==> src/hw/tlv_pkg.sv <==
/*
 * shared constants and types for the tag/length header decoder.
 * assumes a single clock domain and an axi4-lite register master.
 */
package tlv_pkg;

    // ------------------------------------------------------------
    // register map (byte addresses)
    // ------------------------------------------------------------
    localparam logic [7:0] CTRL_ADDR = 8'h00;
    localparam logic [7:0] STATUS_ADDR = 8'h04;
    localparam logic [7:0] TAG_ADDR = 8'h08;
    localparam logic [7:0] LEN_ADDR = 8'h0C;
    localparam logic [7:0] CLASS_ADDR = 8'h10;
    localparam logic [7:0] COUNT_ADDR = 8'h14;

    // ------------------------------------------------------------
    // field positions
    // ------------------------------------------------------------
    localparam int CTRL_ENABLE_BIT = 0;
    localparam int CTRL_CLEAR_BIT = 1;
    localparam int TAG_MORE_BIT = 7;
    localparam int TAG_CONS_BIT = 5;
    localparam int LEN_LONG_BIT = 7;
    localparam logic [4:0] TAG_NUM_MORE = 5'h1F;
    localparam logic [4:0] TAG_NUM_UNUSED = 5'h00;
    localparam logic [6:0] LEN_MAX_EXTRA = 7'h02;
    localparam logic [31:0] CTRL_RESET = 32'h0000_0001;
    localparam logic [1:0] RESP_OKAY = 2'h0;
    localparam logic [1:0] RESP_SLVERR = 2'h2;

    // ------------------------------------------------------------
    // tag values and classes
    // ------------------------------------------------------------
    localparam logic [15:0] TAG_APP_TMPL = 16'h0061;
    localparam logic [15:0] TAG_FCI_TMPL = 16'h006F;
    localparam logic [15:0] TAG_PAY_LO = 16'h0070;
    localparam logic [15:0] TAG_PAY_HI = 16'h007F;
    localparam logic [15:0] TAG_FUNC_TMPL = 16'h0076;
    localparam logic [15:0] TAG_SPEC1_LO = 16'h0080;
    localparam logic [15:0] TAG_SPEC1_HI = 16'h009E;
    localparam logic [15:0] TAG_SPEC2_LO = 16'h9F01;
    localparam logic [15:0] TAG_SPEC2_HI = 16'h9F4F;
    localparam logic [15:0] TAG_PAYSYS_LO = 16'h9F50;
    localparam logic [15:0] TAG_PAYSYS_HI = 16'h9F7F;
    localparam logic [15:0] TAG_DDF_NAME = 16'h009D;
    localparam logic [15:0] TAG_POOL = 16'h9F38;
    localparam logic [15:0] TAG_FCI_PROP = 16'h00A5;
    localparam logic [15:0] TAG_FCI_ISSUER = 16'hBF0C;

    typedef enum logic [3:0] {
        KIND_OTHER = 4'h0,
        KIND_ISO_TMPL = 4'h1,
        KIND_PAY_TMPL = 4'h2,
        KIND_SPEC_RSVD = 4'h3,
        KIND_PAYSYS_RSVD = 4'h4,
        KIND_ISSUER = 4'h5,
        KIND_FUNC_OBJ = 4'h6,
        KIND_POOL = 4'h7,
        KIND_FCI_PROP = 4'h8,
        KIND_FCI_ISSUER = 4'h9,
        KIND_DDF_NAME = 4'hA,
        KIND_MISPLACED = 4'hB
    } tag_kind_e;

    typedef enum logic [2:0] {
        ST_TAG1 = 3'b000,
        ST_TAG2 = 3'b001,
        ST_LEN1 = 3'b011,
        ST_LENX = 3'b010,
        ST_VALUE = 3'b110
    } dec_state_e;

endpackage

==> src/hw/tlv_nest_if.sv <==
/*
 * carrier between the decoder and its template stack.
 * assumes both ends run on the same clock.
 */
`timescale 1ns/1ps
interface tlv_nest_if #(parameter int DEPTH = 4);
    logic push;
    logic pop;
    logic [15:0] push_tag;
    logic [15:0] push_left;
    logic [15:0] top_tag;
    logic [15:0] top_left;
    logic tick;
    logic full;
    logic empty;
    logic [$clog2(DEPTH+1)-1:0] level;

    modport dec (output push, pop, push_tag, push_left, tick, input top_tag, top_left, full, empty, level);
    modport stk (input push, pop, push_tag, push_left, tick, output top_tag, top_left, full, empty, level);
endinterface

==> src/hw/tlv_header_decoder.sv <==
/*
 * byte-serial tag/length header decoder with template tracking.
 * assumes bytes arrive high order first under valid/ready, and an
 * axi4-lite master for control and status.
 */
// Local design decisions: the placing of the registers and the AXI4-Lite register port.
`timescale 1ns/1ps

// Overview of operation
// - tag fields of one or two bytes are accepted
// - length fields of one to three bytes accepted, longer ones unsupported
// - zero length ends the object at once, next byte is a tag
// - class comes from the two top bits of the first tag byte
// - bit five of the first tag byte marks constructed, else primitive
// - low five bits: tag number; all ones continues, all zeros invalid
// - subsequent tag byte: low seven bits number, top bit means more
// - tags 61 and 6F are iso templates and constructed containers
// - tags 70 to 7F are payment application templates
// - primitive 80-9E and 9F01-9F4F are specification reserved
// - primitive 9F50-9F7F are reserved for the payment systems
// - private class objects pass through as issuer defined
// - context tags are resolved against the enclosing open template
// - inside template 76 context tags are not ordinary data elements
// - 9F38 is the processing options object list, allowed in A5
// - A5 nests in 6F; BF0C is accepted nested inside A5
// - 9D is the directory definition file name, valid only inside 61
// - length byte top bit clear: length; set: count of further bytes
module tlv_header_decoder
    import tlv_pkg::*;
#(
    parameter int NEST_DEPTH = 4
)
(
    // clock and reset
    input wire logic sys_clk_i,
    input wire logic rst_b_i,
    // byte stream
    input wire logic byte_valid_i,
    input wire logic [7:0] byte_data_i,
    output logic byte_ready_o,
    // header event
    output logic hdr_valid_o,
    output logic [15:0] hdr_tag_o,
    output logic [15:0] hdr_len_o,
    output logic [3:0] hdr_kind_o,
    output logic hdr_err_o,
    // axi4-lite slave
    input wire logic [7:0] s_axi_awaddr,
    input wire logic s_axi_awvalid,
    output logic s_axi_awready,
    input wire logic [31:0] s_axi_wdata,
    input wire logic [3:0] s_axi_wstrb,
    input wire logic s_axi_wvalid,
    output logic s_axi_wready,
    output logic [1:0] s_axi_bresp,
    output logic s_axi_bvalid,
    input wire logic s_axi_bready,
    input wire logic [7:0] s_axi_araddr,
    input wire logic s_axi_arvalid,
    output logic s_axi_arready,
    output logic [31:0] s_axi_rdata,
    output logic [1:0] s_axi_rresp,
    output logic s_axi_rvalid,
    input wire logic s_axi_rready
);
    // ------------------------------------------------------------
    // reset release and stack
    // ------------------------------------------------------------
    logic [1:0] rst_sync;
    logic rst_b;

    always_ff @(posedge sys_clk_i or negedge rst_b_i)
    begin
        if (!rst_b_i)
            rst_sync <= 2'b00;
        else
            rst_sync <= {rst_sync[0], 1'b1};
    end
    assign rst_b = rst_sync[1];

    tlv_nest_if #(.DEPTH(NEST_DEPTH)) nest ();

    tlv_stack #(.DEPTH(NEST_DEPTH)) u_stack (
        .clk_i(sys_clk_i),
        .rst_b_i(rst_b),
        .nest(nest)
    );

    // ------------------------------------------------------------
    // classification
    // ------------------------------------------------------------
    function automatic logic in_range(input logic [15:0] t, input logic [15:0] lo, input logic [15:0] hi);
        in_range = (t >= lo) && (t <= hi);
    endfunction

    function automatic tag_kind_e classify(input logic [15:0] t, input logic [15:0] parent, input logic cons);
        logic [7:0] first;
        first = (t[15:8] != 8'h00) ? t[15:8] : t[7:0];
        classify = KIND_OTHER;
        if (first[7:6] == 2'b11)
            classify = KIND_ISSUER;
        else if (t == TAG_APP_TMPL || t == TAG_FCI_TMPL)
            classify = KIND_ISO_TMPL;
        else if (in_range(t, TAG_PAY_LO, TAG_PAY_HI))
            classify = KIND_PAY_TMPL;
        else if (first[7:6] == 2'b10 && parent == TAG_FUNC_TMPL)
            classify = KIND_FUNC_OBJ;
        else if (t == TAG_FCI_PROP)
            classify = (parent == TAG_FCI_TMPL) ? KIND_FCI_PROP : KIND_MISPLACED;
        else if (t == TAG_FCI_ISSUER)
            classify = (parent == TAG_FCI_PROP) ? KIND_FCI_ISSUER : KIND_MISPLACED;
        else if (t == TAG_POOL)
            classify = (parent == TAG_FCI_PROP) ? KIND_POOL : KIND_MISPLACED;
        else if (t == TAG_DDF_NAME)
            classify = (parent == TAG_APP_TMPL) ? KIND_DDF_NAME : KIND_MISPLACED;
        else if (!cons && (in_range(t, TAG_SPEC1_LO, TAG_SPEC1_HI) || in_range(t, TAG_SPEC2_LO, TAG_SPEC2_HI)))
            classify = KIND_SPEC_RSVD;
        else if (!cons && in_range(t, TAG_PAYSYS_LO, TAG_PAYSYS_HI))
            classify = KIND_PAYSYS_RSVD;
    endfunction

    // ------------------------------------------------------------
    // state
    // ------------------------------------------------------------
    typedef struct packed {
        dec_state_e st;
        logic [15:0] tag;
        logic cons;
        logic [1:0] cls;
        logic [6:0] tag_num;
        logic [1:0] len_extra;
        logic [15:0] len;
        logic [15:0] vleft;
        logic hdr_valid;
        logic [15:0] hdr_tag;
        logic [15:0] hdr_len;
        logic [3:0] hdr_kind;
        logic err;
        logic [31:0] ctrl;
        logic [15:0] count;
        logic aw_got;
        logic w_got;
        logic [7:0] awaddr;
        logic [31:0] wdata;
        logic [3:0] wstrb;
        logic bvalid;
        logic [1:0] bresp;
        logic rvalid;
        logic [31:0] rdata;
        logic [1:0] rresp;
        logic ready;
    } dec_s;

    dec_s cur;
    dec_s next_cur;
    logic take;
    logic enable;
    logic clr;
    logic [7:0] b;

    assign enable = cur.ctrl[CTRL_ENABLE_BIT];
    assign take = byte_valid_i && cur.ready;
    assign b = byte_data_i;

    always_comb
    begin
        next_cur = cur;
        next_cur.hdr_valid = 1'b0;
        nest.push = 1'b0;
        nest.pop = 1'b0;
        nest.push_tag = cur.tag;
        nest.push_left = cur.len;
        nest.tick = 1'b0;
        clr = 1'b0;

        // ---------------- byte decode
        if (take)
        begin
            nest.tick = (cur.st != ST_TAG1 || !nest.empty);
            unique case (cur.st)
                ST_TAG1:
                begin
                    next_cur.tag = {8'h00, b};
                    next_cur.cls = b[7:6];
                    next_cur.cons = b[TAG_CONS_BIT];
                    next_cur.tag_num = {2'b00, b[4:0]};
                    next_cur.len = 16'h0000;
                    next_cur.len_extra = 2'b00;
                    if (b[4:0] == TAG_NUM_UNUSED)
                        next_cur.err = 1'b1;
                    else if (b[4:0] == TAG_NUM_MORE)
                        next_cur.st = ST_TAG2;
                    else
                        next_cur.st = ST_LEN1;
                end
                ST_TAG2:
                begin
                    next_cur.tag = {cur.tag[7:0], b};
                    next_cur.tag_num = b[6:0];
                    if (b[TAG_MORE_BIT])
                    begin
                        next_cur.err = 1'b1;
                        next_cur.st = ST_TAG1;
                    end
                    else
                        next_cur.st = ST_LEN1;
                end
                ST_LEN1:
                begin
                    if (!b[LEN_LONG_BIT])
                        next_cur.len = {9'h000, b[6:0]};
                    else if (b[6:0] == 7'h00 || b[6:0] > LEN_MAX_EXTRA)
                        next_cur.err = 1'b1;
                    else
                        next_cur.len_extra = b[1:0];
                    if (!b[LEN_LONG_BIT] || next_cur.err)
                        next_cur.st = ST_VALUE;
                    else
                        next_cur.st = ST_LENX;
                end
                ST_LENX:
                begin
                    next_cur.len = {cur.len[7:0], b};
                    next_cur.len_extra = cur.len_extra - 2'b01;
                    if (cur.len_extra == 2'b01)
                        next_cur.st = ST_VALUE;
                end
                ST_VALUE:
                begin
                    next_cur.vleft = cur.vleft - 16'h0001;
                    if (cur.vleft == 16'h0001)
                        next_cur.st = ST_TAG1;
                end
                default:
                    next_cur.st = ST_TAG1;
            endcase
        end

        // ---------------- header complete
        if (take && next_cur.st == ST_VALUE && cur.st != ST_VALUE)
        begin
            next_cur.hdr_valid = 1'b1;
            next_cur.hdr_tag = cur.tag;
            next_cur.hdr_len = next_cur.len;
            next_cur.hdr_kind = classify(cur.tag, nest.top_tag, cur.cons);
            next_cur.count = cur.count + 16'h0001;
            next_cur.vleft = next_cur.len;
            if (next_cur.err)
                next_cur.st = ST_TAG1;
            else if (next_cur.len == 16'h0000)
                next_cur.st = ST_TAG1;
            else if (cur.cons && !nest.full)
            begin
                // containers are opened, not skipped; body bytes are tags
                nest.push = 1'b1;
                nest.push_left = next_cur.len;
                next_cur.st = ST_TAG1;
            end
        end
        else if (!nest.empty && nest.top_left == 16'h0000)
            nest.pop = 1'b1;

        // ---------------- register writes
        if (s_axi_awvalid && !cur.aw_got)
        begin
            next_cur.aw_got = 1'b1;
            next_cur.awaddr = s_axi_awaddr;
        end
        if (s_axi_wvalid && !cur.w_got)
        begin
            next_cur.w_got = 1'b1;
            next_cur.wdata = s_axi_wdata;
            next_cur.wstrb = s_axi_wstrb;
        end
        if (cur.aw_got && cur.w_got && !cur.bvalid)
        begin
            next_cur.aw_got = 1'b0;
            next_cur.w_got = 1'b0;
            next_cur.bvalid = 1'b1;
            next_cur.bresp = RESP_OKAY;
            if (cur.awaddr == CTRL_ADDR)
            begin
                if (cur.wstrb[0])
                    next_cur.ctrl[7:0] = cur.wdata[7:0];
                clr = cur.wstrb[0] && cur.wdata[CTRL_CLEAR_BIT];
                next_cur.ctrl[CTRL_CLEAR_BIT] = 1'b0;
            end
            else if (cur.awaddr != STATUS_ADDR)
                next_cur.bresp = RESP_SLVERR;
        end
        if (cur.bvalid && s_axi_bready)
            next_cur.bvalid = 1'b0;
        // error clear loses to a new error in the same cycle
        if (clr && !(take && next_cur.err && !cur.err))
            next_cur.err = 1'b0;

        // ---------------- register reads
        if (s_axi_arvalid && !cur.rvalid)
        begin
            next_cur.rvalid = 1'b1;
            next_cur.rresp = RESP_OKAY;
            unique case (s_axi_araddr)
                CTRL_ADDR: next_cur.rdata = cur.ctrl;
                STATUS_ADDR: next_cur.rdata = {24'h0, 4'(nest.level), cur.st, cur.err};
                TAG_ADDR: next_cur.rdata = {16'h0, cur.hdr_tag};
                LEN_ADDR: next_cur.rdata = {16'h0, cur.hdr_len};
                CLASS_ADDR: next_cur.rdata = {18'h0, cur.hdr_kind, cur.tag_num, cur.cons, cur.cls};
                COUNT_ADDR: next_cur.rdata = {16'h0, cur.count};
                default:
                begin
                    next_cur.rdata = 32'h0000_0000;
                    next_cur.rresp = RESP_SLVERR;
                end
            endcase
        end
        else if (cur.rvalid && s_axi_rready)
            next_cur.rvalid = 1'b0;

        // stall while disabled or in error, and one cycle after each header (and push) or pop
        next_cur.ready = enable && !next_cur.err && !nest.push && !nest.pop && !next_cur.hdr_valid;
    end

    always_ff @(posedge sys_clk_i or negedge rst_b)
    begin
        if (!rst_b)
        begin
            cur <= '0;
            cur.st <= ST_TAG1;
            cur.ctrl <= CTRL_RESET;
        end
        else
            cur <= next_cur;
    end

    // ------------------------------------------------------------
    // outputs
    // ------------------------------------------------------------
    assign byte_ready_o = cur.ready;
    assign hdr_valid_o = cur.hdr_valid;
    assign hdr_tag_o = cur.hdr_tag;
    assign hdr_len_o = cur.hdr_len;
    assign hdr_kind_o = cur.hdr_kind;
    assign hdr_err_o = cur.err;
    assign s_axi_awready = !cur.aw_got;
    assign s_axi_wready = !cur.w_got;
    assign s_axi_bvalid = cur.bvalid;
    assign s_axi_bresp = cur.bresp;
    assign s_axi_arready = !cur.rvalid;
    assign s_axi_rvalid = cur.rvalid;
    assign s_axi_rdata = cur.rdata;
    assign s_axi_rresp = cur.rresp;
endmodule

==> src/hw/tlv_stack.sv <==
/*
 * template stack: open container tags and their remaining byte counts.
 * assumes the decoder never pushes when full nor pops when empty.
 */
`timescale 1ns/1ps
module tlv_stack
    import tlv_pkg::*;
#(
    parameter int DEPTH = 4
)
(
    input wire logic clk_i,
    input wire logic rst_b_i,
    tlv_nest_if.stk nest
);
    // status reports the level in four bits
    if (DEPTH < 1 || DEPTH > 15)
    begin
        $error("tlv_stack: DEPTH out of range");
    end

    typedef struct packed {
        logic [DEPTH-1:0][15:0] tag;
        logic [DEPTH-1:0][15:0] left;
        logic [$clog2(DEPTH+1)-1:0] level;
        logic [15:0] top_tag;
        logic [15:0] top_left;
    } stack_s;

    stack_s cur;
    stack_s next_cur;

    always_comb
    begin
        next_cur = cur;
        // every byte of a template body counts down all open levels
        if (nest.tick)
        begin
            for (int i = 0; i < DEPTH; i++)
            begin
                if (i < int'(cur.level) && cur.left[i] != 16'h0000)
                    next_cur.left[i] = cur.left[i] - 16'h0001;
            end
        end
        if (nest.pop && cur.level != '0)
            next_cur.level = cur.level - 1'b1;
        else if (nest.push && int'(cur.level) < DEPTH)
        begin
            next_cur.tag[cur.level] = nest.push_tag;
            next_cur.left[cur.level] = nest.push_left;
            next_cur.level = cur.level + 1'b1;
        end
        // registered view of the innermost level
        if (next_cur.level == '0)
        begin
            next_cur.top_tag = 16'h0000;
            next_cur.top_left = 16'h0000;
        end
        else
        begin
            next_cur.top_tag = next_cur.tag[next_cur.level - 1'b1];
            next_cur.top_left = next_cur.left[next_cur.level - 1'b1];
        end
    end

    always_ff @(posedge clk_i or negedge rst_b_i)
    begin
        if (!rst_b_i)
            cur <= '0;
        else
            cur <= next_cur;
    end

    assign nest.top_tag = cur.top_tag;
    assign nest.top_left = cur.top_left;
    assign nest.level = cur.level;
    assign nest.full = (int'(cur.level) == DEPTH);
    assign nest.empty = (cur.level == '0);
endmodule

==> config.mk <==
export PLATFORM = sky130hd
export DESIGN_NAME = tlv_header_decoder
export DESIGN_NICKNAME = d
export VERILOG_FILES = /design/src/hw/tlv_pkg.sv /design/src/hw/tlv_nest_if.sv /design/src/hw/tlv_header_decoder.sv /design/src/hw/tlv_stack.sv
export SDC_FILE = /design/constraint.sdc
export NUM_CORES = 1
export LEC_CHECK = 0
export ABC_AREA = 1
export BUFFER_PORTS_ARGS = -buffer_cell sky130_fd_sc_hd__buf_4
export CAP_MARGIN = 20
export CELL_PAD_IN_SITES_DETAIL_PLACEMENT = 1
export CELL_PAD_IN_SITES_GLOBAL_PLACEMENT = 1
export CORE_ASPECT_RATIO = 1.2
export CORE_MARGIN = 5
export CORE_UTILIZATION = 40
export CTS_CLUSTER_DIAMETER = 30
export DETAILED_ROUTE_END_ITERATION = 8
export GPL_TIMING_DRIVEN = 0
export PLACE_DENSITY_LB_ADDON = 0.2
export SKIP_LAST_GASP = 1
export SYNTH_ARGS = -nofsm -noshare
export SYNTH_HDL_FRONTEND = slang
export SYNTH_SLANG_ARGS = --single-unit
==> constraint.sdc <==
create_clock -name sys_clk_i -period 10 [get_ports sys_clk_i]
set_clock_uncertainty 0.1 [all_clocks]
set_input_delay 0 -clock sys_clk_i [delete_from_list [all_inputs] [get_ports sys_clk_i]]
set_output_delay 0 -clock sys_clk_i [all_outputs]
set_load 0.05 [all_outputs]
==> qor.txt <==
unrepaired setup endpoints after global routing: false
post-synthesis sequential area ratio: 45.2%
port buffer count: 102
Top-Level Pins: 148
CP endpoint kind: flop
root buf cell: clkbuf_16
fin cells: 3263
Die X-Extent: 203 microns
Sum Neg Setup Slack: 0 ns
Synth Register Bits: 324
Area Growth Syn to Fin: 27.0%
Worst Path Arrival: 5.14 ns
post-synthesis cell count: 2383
total number of vias: 17400
GR Util met2: 49.8%
ys flop type: dfrtp_1
Starting Density: 40.2%
static leakage: 11.9 nW
Ys Warns: 0
met3 GRT Util: 4.34%
crit-path max FO: 10
Cell Count Post-Placement: 3072
TritonCTS Sinks: 324
1st-pass router iterations: 7
pwr dens: 213 mW/mm^2
layout cells sized above 1: 14.3%
final net count: 2721
max-cap violation count: 0
Clk Latency, worst-skew pair: 0.61 ns
post-route ant nets: 0
final number of setup-violating endpoints: 0
synthesized area per cell: 7.54 sq um
vias in the first global route: 19500
number of synthesized flops with an enable pin: 0
maximum vdd drop: 0.198 mV
max_slew headroom: 26.6%
outcome: finished, final reports clean
final period utilization: 47.5%
crit-path cells: nand2_1 -> inv_1 -> nand3_2 -> buf_6 -> nand2_1 -> nand2_1 -> nor2_1 -> nand2_1 -> nor2_1 -> nand2_4 -> nand3_2 -> buf_12 -> nand3_4 -> nand2_4 -> buf_2 -> ha_1 -> clkbuf_1 -> inv_1 -> buf_1 -> nand2_1 -> a21oi_1
level count of the clock H-tree: 3
Max stage delay cell, worst path: buf_1
final instance area: 0.0228 sq mm
antenna violations before repair: 0
number of diodes: 0
Site Rows: 85
Post-Syn Area: 0.0180 sq mm
core region area: 0.0447 sq mm
Detailed Route Iter0 Violations: 938
Util after Layout: 51.1%
cell mode on critical path: nand2_1
CTS Buffer Depth: 3
fmax: 0.211 GHz
worst slew pin tran: 1.09 ns
Vias/cell: 5.33
Required @ worst endpoint: 10.40 ns
gr busiest metal: met2
CP delay by family, top: simple AND/OR/NAND/NOR gates
Synth cell types: 52
Routability Congestion: 0.923
CTS resizes: 0
Final HPWL DP: 50400 microns
final hold vios: 0
Avg WL per Cell: 21.4 microns
post-CTS setup buffer count: 0
Max stage delay on crit path: 0.46 ns
pins over their slew limit: 0
All-Layer GR Usage: 28.3%
Num CTS Buffers: 73
total wire length: 69800 microns
largest net degree at the start of global routing: 71
CP Buf/Inv Count: 7
grt ovf: 0
first-pass GRT wire length: 110000 microns
Clk pin slew, worst setup/hold paths: 0.06 ns
min cycle time layout: 4.75 ns
# DRC: 0
Die Y: 242 microns
type of the worst setup path: flop to flop
routing usage on met1: 33.0%
placed cell area: 0.0196 sq mm
worst min path class: input port to flop
asr flop ratio synth: 100%
TritonCTS clock tree: done
crit start category: flop
Die ar.: 0.0493 sq mm
[through the flow]
step | power, mW | setup slack (ns) | hold slack, ns
floorplan | 2.03 | 0.203 | -0.396
global placement | 2.21 | -3.97 | -0.318
detailed placement | 2.24 | 5.25 | -0.316
CTS | 4.86 | 5.22 | 0.00590
global route | 5.07 | 4.96 | 0.106
finish | 4.86 | 5.25 | 0.0875
[layer usage]
layer / share of wire (%) / up-vias
met4: 5.6 / 0
li1: - / 8111
met2: 50 / 511
met3: 4.1 / 188
met5: 0 / -
met1: 40 / 8593
[tightest hold or removal path, delay by kind of cell]
family                 cells  cell delay, ns
buffers and inverters      2            0.66
AOI/OAI and AO/OA          1            0.08
[cell families (layout without fill, tap and decap cells)]
| logic type | after synthesis | count (layout) | share of synthesized area (%) |
|---|---|---|---|
| simple gates | 1273 | 1273 | 29.7 |
| buf+inv | 386 | 684 | 10.0 |
| flops | 324 | 324 | 45.2 |
| compound gates | 276 | 276 | 8.56 |
| xor+xnor | 75 | 75 | 3.66 |
| mux | 32 | 32 | 1.85 |
| fa+ha+maj | 15 | 15 | 1.05 |
| other cells | 2 | 19 | 0.0418 |
[cell usage in the layout (no fill, tap or decap), drive strengths merged, types with 3 or more instances in the layout]
cell type and count:
a21oi 78, a221oi 9, a31oi 7, buf 219
bufinv 11, clkbuf 141, clkinv 20, clkinvlp 7
conb 19, dfrtp 323, dlygate4sd3 56, ha 15
inv 230, mux2 10, mux2i 22, nand2 834
nand3 130, nand3b 10, nand4 45, nor2 177
nor3 40, nor4 20, o211ai 11, o21ai 133
o21bai 3, o221ai 6, o22ai 17, or2 11
xnor2 20, xor2 55
[power breakdown]
group / total (mW) / internal, mW / switching [mW]
Clock: 2.55 / 1.73 / 0.813
Combinational: 0.769 / 0.281 / 0.488
Sequential: 1.55 / 1.44 / 0.108
Total: 4.86 / 3.45 / 1.41
[repair_timing]
item / in CTS / in global routing
hold buffers: 56 / 0
setup endpoints to repair: 0 / 0
hold endpoints to repair: 84 / 0
[cells in the mapped netlist (all sizes together), types with 22 or more instances]
library cell,number,share of area [%]
dfrtp,323,45
a21oi,78,2.2
nor3,40,1.1
clkbuf,44,0.92
nand4,45,1.6
o21ai,133,3.7
nand3,130,3.8
xor2,55,2.7
nand2,834,18
nor2,177,3.9
mux2i,22,1.2
buf,112,4.3
inv,228,4.8
[layout make-up]
type / instances / area, sq um
well taps: 565 / 707
inverters: 230 / 866
repair buffers: 163 / 1460
flip-flops and latches: 324 / 8110
plain buffers: 156 / 937
fillers: 5428 / 21900
multi-input cells: 1690 / 8110
clock inverters: 38 / 554
clock buffers: 97 / 2060
[flip-flops by register name, summed over array words and instances (netlist names), 2 cells and up]
name / flops
u_stack.cur: 128
cur: 84
hdr_len_o: 16
hdr_tag_o: 16
nest.push_tag: 16
s_axi_rdata: 16
u_stack.nest.top_left: 16
u_stack.nest.top_tag: 16
hdr_kind_o: 4
u_stack.nest.level: 3
rst_sync: 2
[path summary, 6_finish.rpt]
check,startpoint,endpoint,slack [ns],depth (start not counted)
hold / removal,s_axi_bready,s_axi_bvalid,0.09,3
min in group asynchronous,rst_sync[1],nest.push_tag[13],0.21,0
hold reg to reg,rst_sync[1],nest.push_tag[13],0.21,0
max in group asynchronous,rst_sync[1],hdr_len_o[0],8.16,3
setup reg to reg,byte_ready_o,u_stack.nest.top_tag[6],5.25,21
setup / recovery,byte_ready_o,u_stack.nest.top_tag[6],5.25,21
No activity file was read; power rests on OpenSTA's default activity.
